## config.mk

```make
export PLATFORM = sky130hd
export DESIGN_NAME = iepb_bank
export DESIGN_NICKNAME = d
export VERILOG_FILES = /design/src/core/iepb_pkg.sv /design/src/core/iepb_bank.sv
export SDC_FILE = /design/constraint.sdc
export NUM_CORES = 1
export LEC_CHECK = 0
export BUFFER_PORTS_ARGS = -buffer_cell sky130_fd_sc_hd__buf_2
export CORE_MARGIN = 3
export CORE_UTILIZATION = 49
export CTS_CLUSTER_DIAMETER = 150
export CTS_CLUSTER_SIZE = 10
export DETAILED_ROUTE_END_ITERATION = 10
export PLACE_DENSITY = 0.87
export SYNTH_ARGS = -nofsm -noshare
export SYNTH_HDL_FRONTEND = slang
export SYNTH_SLANG_ARGS = --single-unit
```

## constraint.sdc

```tcl
create_clock -name clk_sys -period 3 [get_ports clk_sys]
set_input_delay 0.3 -clock clk_sys [delete_from_list [all_inputs] [get_ports clk_sys]]
set_output_delay 0.3 -clock clk_sys [all_outputs]
set_load 0.005 [all_outputs]
```

## src/core/iepb_pkg.sv

```systemverilog
// Package for the interrupt enable and priority register bank
`default_nettype none

package iepb_pkg;
  localparam logic [3:0] IEPB_ADDR_EN0 = 4'h0;
  localparam logic [3:0] IEPB_ADDR_EN2 = 4'h1;
  localparam logic [3:0] IEPB_ADDR_EN3 = 4'h2;
  localparam logic [3:0] IEPB_ADDR_PRI1 = 4'h3;
  localparam logic [3:0] IEPB_ADDR_STAT = 4'h4;
  localparam logic [3:0] IEPB_ADDR_MASK = 4'h5;
  // Writable bit masks
  localparam logic [15:0] IEPB_EN0_MASK = 16'hB9CD;
  localparam logic [15:0] IEPB_EN2_MASK = 16'h0020;
  localparam logic [15:0] IEPB_EN3_MASK = 16'h0006;
  localparam logic [15:0] IEPB_PRI1_MASK = 16'h7700;
  localparam logic [15:0] IEPB_EN_RESET = 16'h0000;
  localparam logic [15:0] IEPB_PRI1_RESET = 16'h4400;
  localparam int IEPB_T2_PRI_LSB = 12;
  localparam int IEPB_CP2_PRI_LSB = 8;
  localparam int IEPB_T2_BIT = 7;
  localparam int IEPB_CP2_BIT = 6;
  // Request vector layout: 0..15 group0 bits, 16 timer3 gate, 17 ser2 event, 18 ser2 collision
  localparam int IEPB_NSRC = 19;
  localparam int IEPB_SRC_T3G = 16;
  localparam int IEPB_SRC_S2EV = 17;
  localparam int IEPB_SRC_S2BC = 18;
  localparam logic [2:0] IEPB_DEF_PRI = 3'h4;
  localparam logic [2:0] IEPB_PRI_OFF = 3'h0;
endpackage

`default_nettype wire

```

## src/core/iepb_bank.sv

```systemverilog
// Interrupt enable and priority register bank with request gating
`default_nettype none

module iepb_bank
  import iepb_pkg::*;
#(
  parameter bit HAS_SERIAL2 = 1'b1
)
(
  input wire logic clk_sys,
  input wire logic reset_n,
  input wire logic [3:0] reg_addr,
  input wire logic [15:0] reg_wdata,
  input wire logic reg_wr,
  input wire logic reg_rd,
  output logic [15:0] reg_rdata,
  input wire logic [IEPB_NSRC-1:0] src_req,
  output logic [IEPB_NSRC-1:0] irq_pass,
  output logic irq_valid,
  output logic [4:0] irq_id,
  output logic [2:0] irq_level,
  output logic irq_out
);

  logic rst_meta_q;
  logic rst_n_q;

  always_ff @(posedge clk_sys or negedge reset_n)
  begin
    if (!reset_n)
    begin
      rst_meta_q <= 1'b0;
      rst_n_q <= 1'b0;
    end
    else
    begin
      rst_meta_q <= 1'b1;
      rst_n_q <= rst_meta_q;
    end
  end

  // Group3 enables exist only with the second serial port
  logic [15:0] en3_mask;
  assign en3_mask = HAS_SERIAL2 ? IEPB_EN3_MASK : 16'h0000;

  // One write strobe per register; status and unmapped take no write
  logic wr_en0;
  logic wr_en2;
  logic wr_en3;
  logic wr_pri1;
  logic wr_mask;
  logic rd_stat;

  always_comb
  begin
    wr_en0 = 1'b0;
    wr_en2 = 1'b0;
    wr_en3 = 1'b0;
    wr_pri1 = 1'b0;
    wr_mask = 1'b0;
    if (reg_wr)
    begin
      if (reg_addr == IEPB_ADDR_EN0)
      begin
        wr_en0 = 1'b1;
      end
      else if (reg_addr == IEPB_ADDR_EN2)
      begin
        wr_en2 = 1'b1;
      end
      else if (reg_addr == IEPB_ADDR_EN3)
      begin
        wr_en3 = 1'b1;
      end
      else if (reg_addr == IEPB_ADDR_PRI1)
      begin
        wr_pri1 = 1'b1;
      end
      else if (reg_addr == IEPB_ADDR_MASK)
      begin
        wr_mask = 1'b1;
      end
    end
  end

  assign rd_stat = reg_rd && (reg_addr == IEPB_ADDR_STAT);

  // Group0 enables
  logic [15:0] en0_q;
  logic [15:0] en0_d;

  always_comb
  begin
    en0_d = en0_q;
    if (wr_en0)
    begin
      en0_d = reg_wdata & IEPB_EN0_MASK;
    end
  end

  always_ff @(posedge clk_sys or negedge rst_n_q)
  begin
    if (!rst_n_q)
    begin
      en0_q <= IEPB_EN_RESET;
    end
    else
    begin
      en0_q <= en0_d;
    end
  end

  // Group2 and group3 enables
  logic [15:0] en2_q;
  logic [15:0] en2_d;
  logic [15:0] en3_q;
  logic [15:0] en3_d;

  always_comb
  begin
    en2_d = en2_q;
    en3_d = en3_q;
    if (wr_en2)
    begin
      en2_d = reg_wdata & IEPB_EN2_MASK;
    end
    if (wr_en3)
    begin
      en3_d = reg_wdata & en3_mask;
    end
  end

  always_ff @(posedge clk_sys or negedge rst_n_q)
  begin
    if (!rst_n_q)
    begin
      en2_q <= IEPB_EN_RESET;
      en3_q <= IEPB_EN_RESET;
    end
    else
    begin
      en2_q <= en2_d;
      en3_q <= en3_d;
    end
  end

  // Priority fields
  logic [15:0] pri1_q;
  logic [15:0] pri1_d;

  always_comb
  begin
    pri1_d = pri1_q;
    if (wr_pri1)
    begin
      pri1_d = reg_wdata & IEPB_PRI1_MASK;
    end
  end

  always_ff @(posedge clk_sys or negedge rst_n_q)
  begin
    if (!rst_n_q)
    begin
      pri1_q <= IEPB_PRI1_RESET;
    end
    else
    begin
      pri1_q <= pri1_d;
    end
  end

  // Interrupt mask; only the low 16 bits are reachable
  logic [IEPB_NSRC-1:0] mask_q;
  logic [IEPB_NSRC-1:0] mask_d;

  always_comb
  begin
    mask_d = mask_q;
    if (wr_mask)
    begin
      mask_d = {{(IEPB_NSRC - 16){1'b0}}, reg_wdata};
    end
  end

  always_ff @(posedge clk_sys or negedge rst_n_q)
  begin
    if (!rst_n_q)
    begin
      mask_q <= {IEPB_NSRC{1'b0}};
    end
    else
    begin
      mask_q <= mask_d;
    end
  end

  // Enable vector in request layout
  logic [IEPB_NSRC-1:0] en_vec;
  assign en_vec = {en3_q[2], en3_q[1], en2_q[5], en0_q};

  logic [IEPB_NSRC-1:0] pass;
  assign pass = src_req & en_vec;

  // Per-source priority: group1 fields for timer2/compare2, default otherwise
  logic [2:0] pri [IEPB_NSRC];
  genvar gi;
  generate
    for (gi = 0; gi < IEPB_NSRC; gi++)
    begin : g_pri
      if (gi == IEPB_T2_BIT)
      begin : g_t2
        assign pri[gi] = pri1_q[IEPB_T2_PRI_LSB +: 3];
      end
      else if (gi == IEPB_CP2_BIT)
      begin : g_cp2
        assign pri[gi] = pri1_q[IEPB_CP2_PRI_LSB +: 3];
      end
      else
      begin : g_def
        assign pri[gi] = IEPB_DEF_PRI;
      end
    end
  endgenerate

  // Highest code wins; a tie goes to the lowest index
  logic best_v;
  logic [4:0] best_id;
  logic [2:0] best_pri;

  always_comb
  begin
    best_v = 1'b0;
    best_id = 5'h00;
    best_pri = IEPB_PRI_OFF;
    for (int i = 0; i < IEPB_NSRC; i++)
    begin
      if (pass[i] && pri[i] != IEPB_PRI_OFF && (!best_v || pri[i] > best_pri))
      begin
        best_v = 1'b1;
        best_id = 5'(i);
        best_pri = pri[i];
      end
    end
  end

  // Sticky event status
  logic [IEPB_NSRC-1:0] stat_q;
  logic [IEPB_NSRC-1:0] stat_d;

  always_comb
  begin
    stat_d = stat_q;
    if (rd_stat)
    begin
      stat_d = {IEPB_NSRC{1'b0}};
    end
    // New events win over the read clear
    stat_d = stat_d | pass;
  end

  always_ff @(posedge clk_sys or negedge rst_n_q)
  begin
    if (!rst_n_q)
    begin
      stat_q <= {IEPB_NSRC{1'b0}};
    end
    else
    begin
      stat_q <= stat_d;
    end
  end

  // Presentation stage towards the core
  logic [IEPB_NSRC-1:0] irq_pass_d;
  logic irq_valid_d;
  logic [4:0] irq_id_d;
  logic [2:0] irq_level_d;
  logic irq_out_d;

  always_comb
  begin
    irq_pass_d = pass;
    irq_valid_d = best_v;
    irq_id_d = best_id;
    irq_level_d = best_pri;
    irq_out_d = |(stat_d & mask_d);
  end

  always_ff @(posedge clk_sys or negedge rst_n_q)
  begin
    if (!rst_n_q)
    begin
      irq_pass <= {IEPB_NSRC{1'b0}};
      irq_valid <= 1'b0;
      irq_id <= 5'h00;
      irq_level <= 3'h0;
      irq_out <= 1'b0;
    end
    else
    begin
      irq_pass <= irq_pass_d;
      irq_valid <= irq_valid_d;
      irq_id <= irq_id_d;
      irq_level <= irq_level_d;
      irq_out <= irq_out_d;
    end
  end

  // Read data, zero outside the read slot and for unmapped addresses
  logic [15:0] rdata_q;
  logic [15:0] rdata_d;

  always_comb
  begin
    rdata_d = 16'h0000;
    if (reg_rd)
    begin
      if (reg_addr == IEPB_ADDR_EN0)
      begin
        rdata_d = en0_q;
      end
      else if (reg_addr == IEPB_ADDR_EN2)
      begin
        rdata_d = en2_q;
      end
      else if (reg_addr == IEPB_ADDR_EN3)
      begin
        rdata_d = en3_q;
      end
      else if (reg_addr == IEPB_ADDR_PRI1)
      begin
        rdata_d = pri1_q;
      end
      else if (reg_addr == IEPB_ADDR_STAT)
      begin
        rdata_d = stat_q[15:0];
      end
      else if (reg_addr == IEPB_ADDR_MASK)
      begin
        rdata_d = mask_q[15:0];
      end
    end
  end

  always_ff @(posedge clk_sys or negedge rst_n_q)
  begin
    if (!rst_n_q)
    begin
      rdata_q <= 16'h0000;
    end
    else
    begin
      rdata_q <= rdata_d;
    end
  end

  assign reg_rdata = rdata_q;

endmodule

`default_nettype wire

```

# Word-level counts from Yosys, hierarchy flattened
# Index checks and enable logic that the tools add are counted.
# op_classes
n_addsub	0
mul	0
div_mod_pow	0
magnitude_cmp	18
eq_ne	5
n_shift	0
muxes	85
n_bitwise	3
reduce_logical	61
# ops
cell	n
16-bit 2-to-1 mux	7
5-bit 2-to-1 mux	17
3-bit 2-to-1 mux	19
3-bit > comparator (first input constant)	16
1-bit 2-to-1 mux	40
19-bit AND	2
19-bit 2-to-1 mux	2
1-bit logical AND	21
19-bit bitwise OR	1
19-bit OR reduction	1
1-bit logical NOT	18
1-bit logical OR	18
4-bit by 2-bit equality test with 1-bit output (second input constant)	2
4-bit by 3-bit equality test with 1-bit output (second input constant)	2
3-bit > comparator	2
3-bit nonzero test	2
4-bit by 1-bit equality test with 1-bit output (second input constant)	1
4-bit logical NOT	1
# word_totals
register_bits	104
latchBits	0
ramBits	0
mem_bits_ro	0
mem_count	0

# Logic depth before layout (Yosys ltp)
# logic_depth
word_depth	74
depth_mapped	13
depth_no_buf	13

# Worst setup path before layout
# No wires, ideal clock.
# synth_path
kind	reg2reg
start	reg en0_q[2]
end	reg irq_id[0]
setup_ns	0.096
t_arrival_ns	3.690
required_time_ns	2.904
slack_ns	-0.786
stages_incl_launch_ff	14
n_path_buf	0
path_cell_list	dfrtp_1 > a222oi_1 > ha_1 > or3b_2 > nand2_1 > nor2_1 > o21ai_0 > inv_1 > ha_1 > o21a_1 > o21ai_0 > a21o_2 > mux2_4 > o32ai_2
# synth_via
elab_chain_len	67
elab_cells_between_ends	115
classes_between	order compare: 16; mux: 49; bitwise: 1; reduce/logical: 49
# synth_lines
item	line	rtl
start: declaration	iepb_bank.sv:89	logic [15:0] en0_q;
start signal: assignment	iepb_bank.sv:109	en0_q <= en0_d;
19-bit AND *	iepb_bank.sv:202	assign pass = src_req & en_vec;
1-bit logical AND *	iepb_bank.sv:237	if (pass[i] && pri[i] != IEPB_PRI_OFF && (!best_v || pri[i] > best_pri))
3-bit 2-to-1 mux or 1-bit 2-to-1 mux (tied branches)	iepb_bank.sv:237	
3-bit > comparator or 1-bit logical NOT (tied branches)	iepb_bank.sv:237	
1-bit logical OR	iepb_bank.sv:237	
1-bit logical AND	iepb_bank.sv:237	
3-bit 2-to-1 mux or 1-bit 2-to-1 mux (tied branches)	iepb_bank.sv:237	
3-bit > comparator or 1-bit logical NOT (tied branches)	iepb_bank.sv:237	
[52 not listed]	-	
1-bit logical OR	iepb_bank.sv:237	
1-bit logical AND	iepb_bank.sv:237	
3-bit 2-to-1 mux or 1-bit 2-to-1 mux (tied branches)	iepb_bank.sv:237	
3-bit > comparator or 1-bit logical NOT (tied branches)	iepb_bank.sv:237	
1-bit logical OR	iepb_bank.sv:237	
1-bit logical AND	iepb_bank.sv:237	
5-bit 2-to-1 mux *	iepb_bank.sv:237	
net best_id[0]	iepb_bank.sv:227	logic [4:0] best_id;
end signal: assignment	iepb_bank.sv:303	irq_id <= irq_id_d;
end: declaration	iepb_bank.sv:20	output logic [4:0] irq_id,
# The timed path passes the listed nets; every way through them passes the cells marked *.
# A chain may end at the register's enable or synchronous reset.

# Worst setup path after layout
# layout_path
start	reg en0_q[2]
end	reg irq_level[0]
# layout_via
elab_chain_len	67
elab_cells_between_ends	99
classes_between	order compare: 16; mux: 33; bitwise: 1; reduce/logical: 49
# layout_lines
item	line	rtl
19-bit AND *	iepb_bank.sv:202	
1-bit logical AND *	iepb_bank.sv:237	
3-bit 2-to-1 mux or 1-bit 2-to-1 mux (tied branches)	iepb_bank.sv:237	
3-bit > comparator or 1-bit logical NOT (tied branches)	iepb_bank.sv:237	
1-bit logical OR	iepb_bank.sv:237	
1-bit logical AND	iepb_bank.sv:237	
3-bit 2-to-1 mux or 1-bit 2-to-1 mux (tied branches)	iepb_bank.sv:237	
3-bit > comparator or 1-bit logical NOT (tied branches)	iepb_bank.sv:237	
[52 not listed]	-	
1-bit logical OR	iepb_bank.sv:237	
1-bit logical AND	iepb_bank.sv:237	
3-bit 2-to-1 mux or 1-bit 2-to-1 mux (tied branches)	iepb_bank.sv:237	
3-bit > comparator or 1-bit logical NOT (tied branches)	iepb_bank.sv:237	
1-bit logical OR	iepb_bank.sv:237	
1-bit logical AND	iepb_bank.sv:237	
3-bit 2-to-1 mux *	iepb_bank.sv:237	
net best_pri[0]	iepb_bank.sv:228	logic [2:0] best_pri;
end signal: assignment	iepb_bank.sv:304	irq_level <= irq_level_d;
end: declaration	iepb_bank.sv:21	output logic [2:0] irq_level,
# Marked as above.

==> run_results.csv <==
group,metric,value,unit
outcome,status,"finished, violations left",
outcome,violations,"negative setup slack",
floorplanning,core_area,0.00830,sq mm
drt,drt_wl_total,10.6,mm
floorplanning,io_pins,88,
floorplanning,die-width,98.8,um
critical_path,crit_path_start_kind,"flip-flop",
critical_path,worstPathRequired,3250,ps
finish,fin_cells,563,
synth,ys_seq_area_share,58.2,%
clock_network,cts_tree,"yes",
critical_path,reg2reg_depth,16,
sta,setup_violations,8,
floorplanning,start_util,50.8,%
synth,ys_types,52,
sta,fmaxAchievable,306,MHz
drt,drt-pass1-iter-count,5,
sta,grt_setup_unrepaired,"true",
clock_network,clock_latency,360,ps
drt,viasPerCell,5.78,
place,port_buffers,75,
place,dpl.cell_count,544,
floorplanning,die_area,0.00976,sq mm
drt,remaining_drc_errors,0,
floorplanning,rows,33,
grt,grt_pass1_wl,17.0,mm
clock_network,cts_buffers,9,
min_path,hp-class,"in2reg",
synth,synth_ff_type,"dfrtp_1",
clock_network,cts_sinks,98,
sta,fin_skew,7.68,ps
drt,vias,3254,
drt,dr.first_iter.drc_count,256,
critical_path,reg2reg_from,"en0_q[2]$_DFFE_PN0P_",
min_path,holdPathEnd,"pri1_q[9]$_DFFE_PN0P_",
pwr,max-vdd-ir-drop,376,uV
sta,tightest_slew,1060,ps
place,gp_congestion,0.951,
finish,fin_nets,500,
synth,yosys-top-cells-area,"dfrtp_1, mux2_2, nand2_1, and2_1, inv_1",
finish,nFillCells,652,
synth,ys_async_sr_fraction,100,%
synth,yosysMostFrequentCell,"dfrtp_1",
sta,slew-limit-headroom,28.5,%
grt,first_global_vias,3374,
synth,avgSynthCellArea,11.8,sq um
grt,antenna_found_initial,0,
synth,netlist_area,0.00422,sq mm
synth,netlist_top_cells_count,"dfrtp_1, mux2_2, nand2_1",
sta,drv_slew,0,
drt,final_antenna_net_count,0,
grt,grt_overflow,0,
grt,grt_max_degree,56,
sta,fin_crit_sh,109,%
sta,hold_violations,0,
critical_path,arrival,3520,ps
grt,track_usage,22.3,%
clock_network,clockBufferDepth,2,
drt,wl_per_cell,18.9,um
place,dp_hpwl,7.48,mm
synth,yosysTopAreaCell,"dfrtp_1",
clock_network,cts_max_level,3,
clock_network,clockRootBuffer,"clkbuf_8",
synth,ys_ff_latch,98,
synth,synth_top_cell_area_share,57.0,%
finish,syn2layout_area_growth,22.9,%
finish,diodes,0,
synth,syn-instance-count,357,
clock_network,clkTransAtPathRegs,100,ps
critical_path,regToRegSetupSlack,-260,ps
finish,postLayoutCoreUtil,62.5,%
sta,fin_ws,-265,ps
synth,ys_warn_count,0,
critical_path,end_kind,"flip-flop",
critical_path,crit_type,"reg2reg",
critical_path,path_max_fanout,3,
critical_path,r2r_end,"irq_level[0]$_DFF_PN0_",
flow_run,drv_cap,0,
sta,min_period,3260,ps
pwr,leakagePower,0.00255,uW
pwr,power_density,696,mW/mm^2
min_path,hold_path_depth,2,
floorplanning,die_y,98.8,um
synth,synth_edf_count,0,
finish,drive_above_1_share,38.0,%
min_path,hold_start,"reg_wdata[9]",
## layout make-up
| cell class | count | area (sq um) | area share (%) |
|---|---|---|---|
| well taps | 105 | 131 | 2.53 |
| multi-input cells | 223 | 1700 | 32.7 |
| clock buffers | 10 | 138 | 2.65 |
| inverters | 24 | 90.1 | 1.74 |
| clock inverters | 6 | 111 | 2.15 |
| repair buffers | 97 | 559 | 10.8 |
| flip-flops and latches | 98 | 2460 | 47.4 |
## per-layer routing
metal / track usage [%] / part of all wire, % / up-vias
met2: 36.2 / 48 / 154
met3: 4.10 / 7.4 / 29
met5: 0 / 0 / -
met4: 8.19 / 2.5 / 0
li1: - / - / 1458
met1: 30.0 / 42 / 1613
## kinds of logic after synthesis
family	after synthesis	share of synthesized area, %
AOI/OAI and AO/OA	81	13.9
adders and majority gates	4	1.19
buffers and inverters	41	4.36
DFF	98	58.2
muxes	40	10.5
other	2	0.178
and+or+nand+nor	91	11.7
## cell usage in the layout (no fill, tap or decap), types with 2 or more instances in the layout
master / synthesis / layout
inv_1: 24 / 23
a22oi_1: 10 / 10
and2_1: 16 / 15
nand4b_1: 2 / 2
nor2_1: 11 / 10
buf_2: 6 / 75
a22o_1: 3 / 3
a21o_1: 6 / 6
mux2_2: 31 / 31
nor2b_1: 4 / 3
bufinv_16: 0 / 3
a222oi_1: 7 / 7
a31oi_1: 4 / 4
buf_4: 6 / 19
nand2b_1: 3 / 3
o21ai_0: 15 / 13
nor4_1: 3 / 3
nor3_1: 3 / 2
nand2_1: 31 / 30
o2bb2ai_1: 6 / 6
o21ai_2: 0 / 2
a21oi_1: 12 / 10
nand2_2: 3 / 4
nand3_1: 6 / 6
ha_4: 0 / 3
dfrtp_1: 96 / 95
clkbuf_8: 0 / 10
o31ai_1: 3 / 2
mux2i_1: 8 / 7
dfstp_2: 2 / 2
conb_1: 2 / 7
a32oi_1: 2 / 2
## repair_timing
item                                   in CTS  in global routing
hold buffers                                1                  0
resized for setup                           8                 10
buffers inserted                            2                  0
pin swaps                                   8                  6
setup endpoints to repair                   8                  8
endpoints found under the hold margin       2                  0
## metrics by stage
step / setup WS [ps] / total power [uW] / hold slack, ps / area [sq um] / TNS, ps
2_1_floorplan: -552 / 2150 / 4.41 / 4250 / -3660
5_1_grt: -400 / 3770 / 175 / 5180 / -2880
4_1_cts: -173 / 3560 / 176 / 5140 / -973
3_5_place_dp: -372 / 2490 / 89.2 / 4820 / -2070
3_3_place_gp: -254 / 2440 / 85.7 / 4820 / -1420
6_report: -265 / 3610 / 179 / 5180 / -1610
## sequential cells by signal, summed over array words and instances (netlist names)
name and cells:
pri1_q 6, en0_q 10, mask_q 19, irq_pass 13, stat_q 19, irq_id 5, irq_valid 1, irq_out 1
irq_level 3, rst_n_q 1, en3_q 2, en2_q 1, reg_rdata 16, rst_meta_q 1
## power breakdown
group          internal (uW)  switching [uW]
registers               1530             140
logic                    435             464
clock network            578             466
total                   2540            1070
## worst max-delay path by stage
stage,cells after the start,endpoint,start
after floorplan,13,irq_id[0]$_DFF_PN0_,en0_q[2]$_DFFE_PN0P_
after global placement,15,irq_id[0]$_DFF_PN0_,src_req[2]
after detailed placement,16,irq_id[0]$_DFF_PN0_,src_req[2]
after CTS,14,irq_id[0]$_DFF_PN0_,en0_q[2]$_DFFE_PN0P_
after global routing,14,irq_id[0]$_DFF_PN0_,en0_q[2]$_DFFE_PN0P_
final,16,irq_level[0]$_DFF_PN0_,en0_q[2]$_DFFE_PN0P_
## worst max-delay path: stages (launching register included)
cell and delay (ps):
dfrtp_1 390, a222oi_1 350, buf_4 200, ha_4 130, or3b_4 390, a21oi_2 160, nor2_2 70, nand2_2 80
ha_4 200, nor2b_4 120, o21a_1 180, o21ai_2 160, a21o_2 200, buf_4 130, buf_4 120, mux2i_2 220
a21oi_1 60
Note: power is estimated with default switching activity, not from simulation.
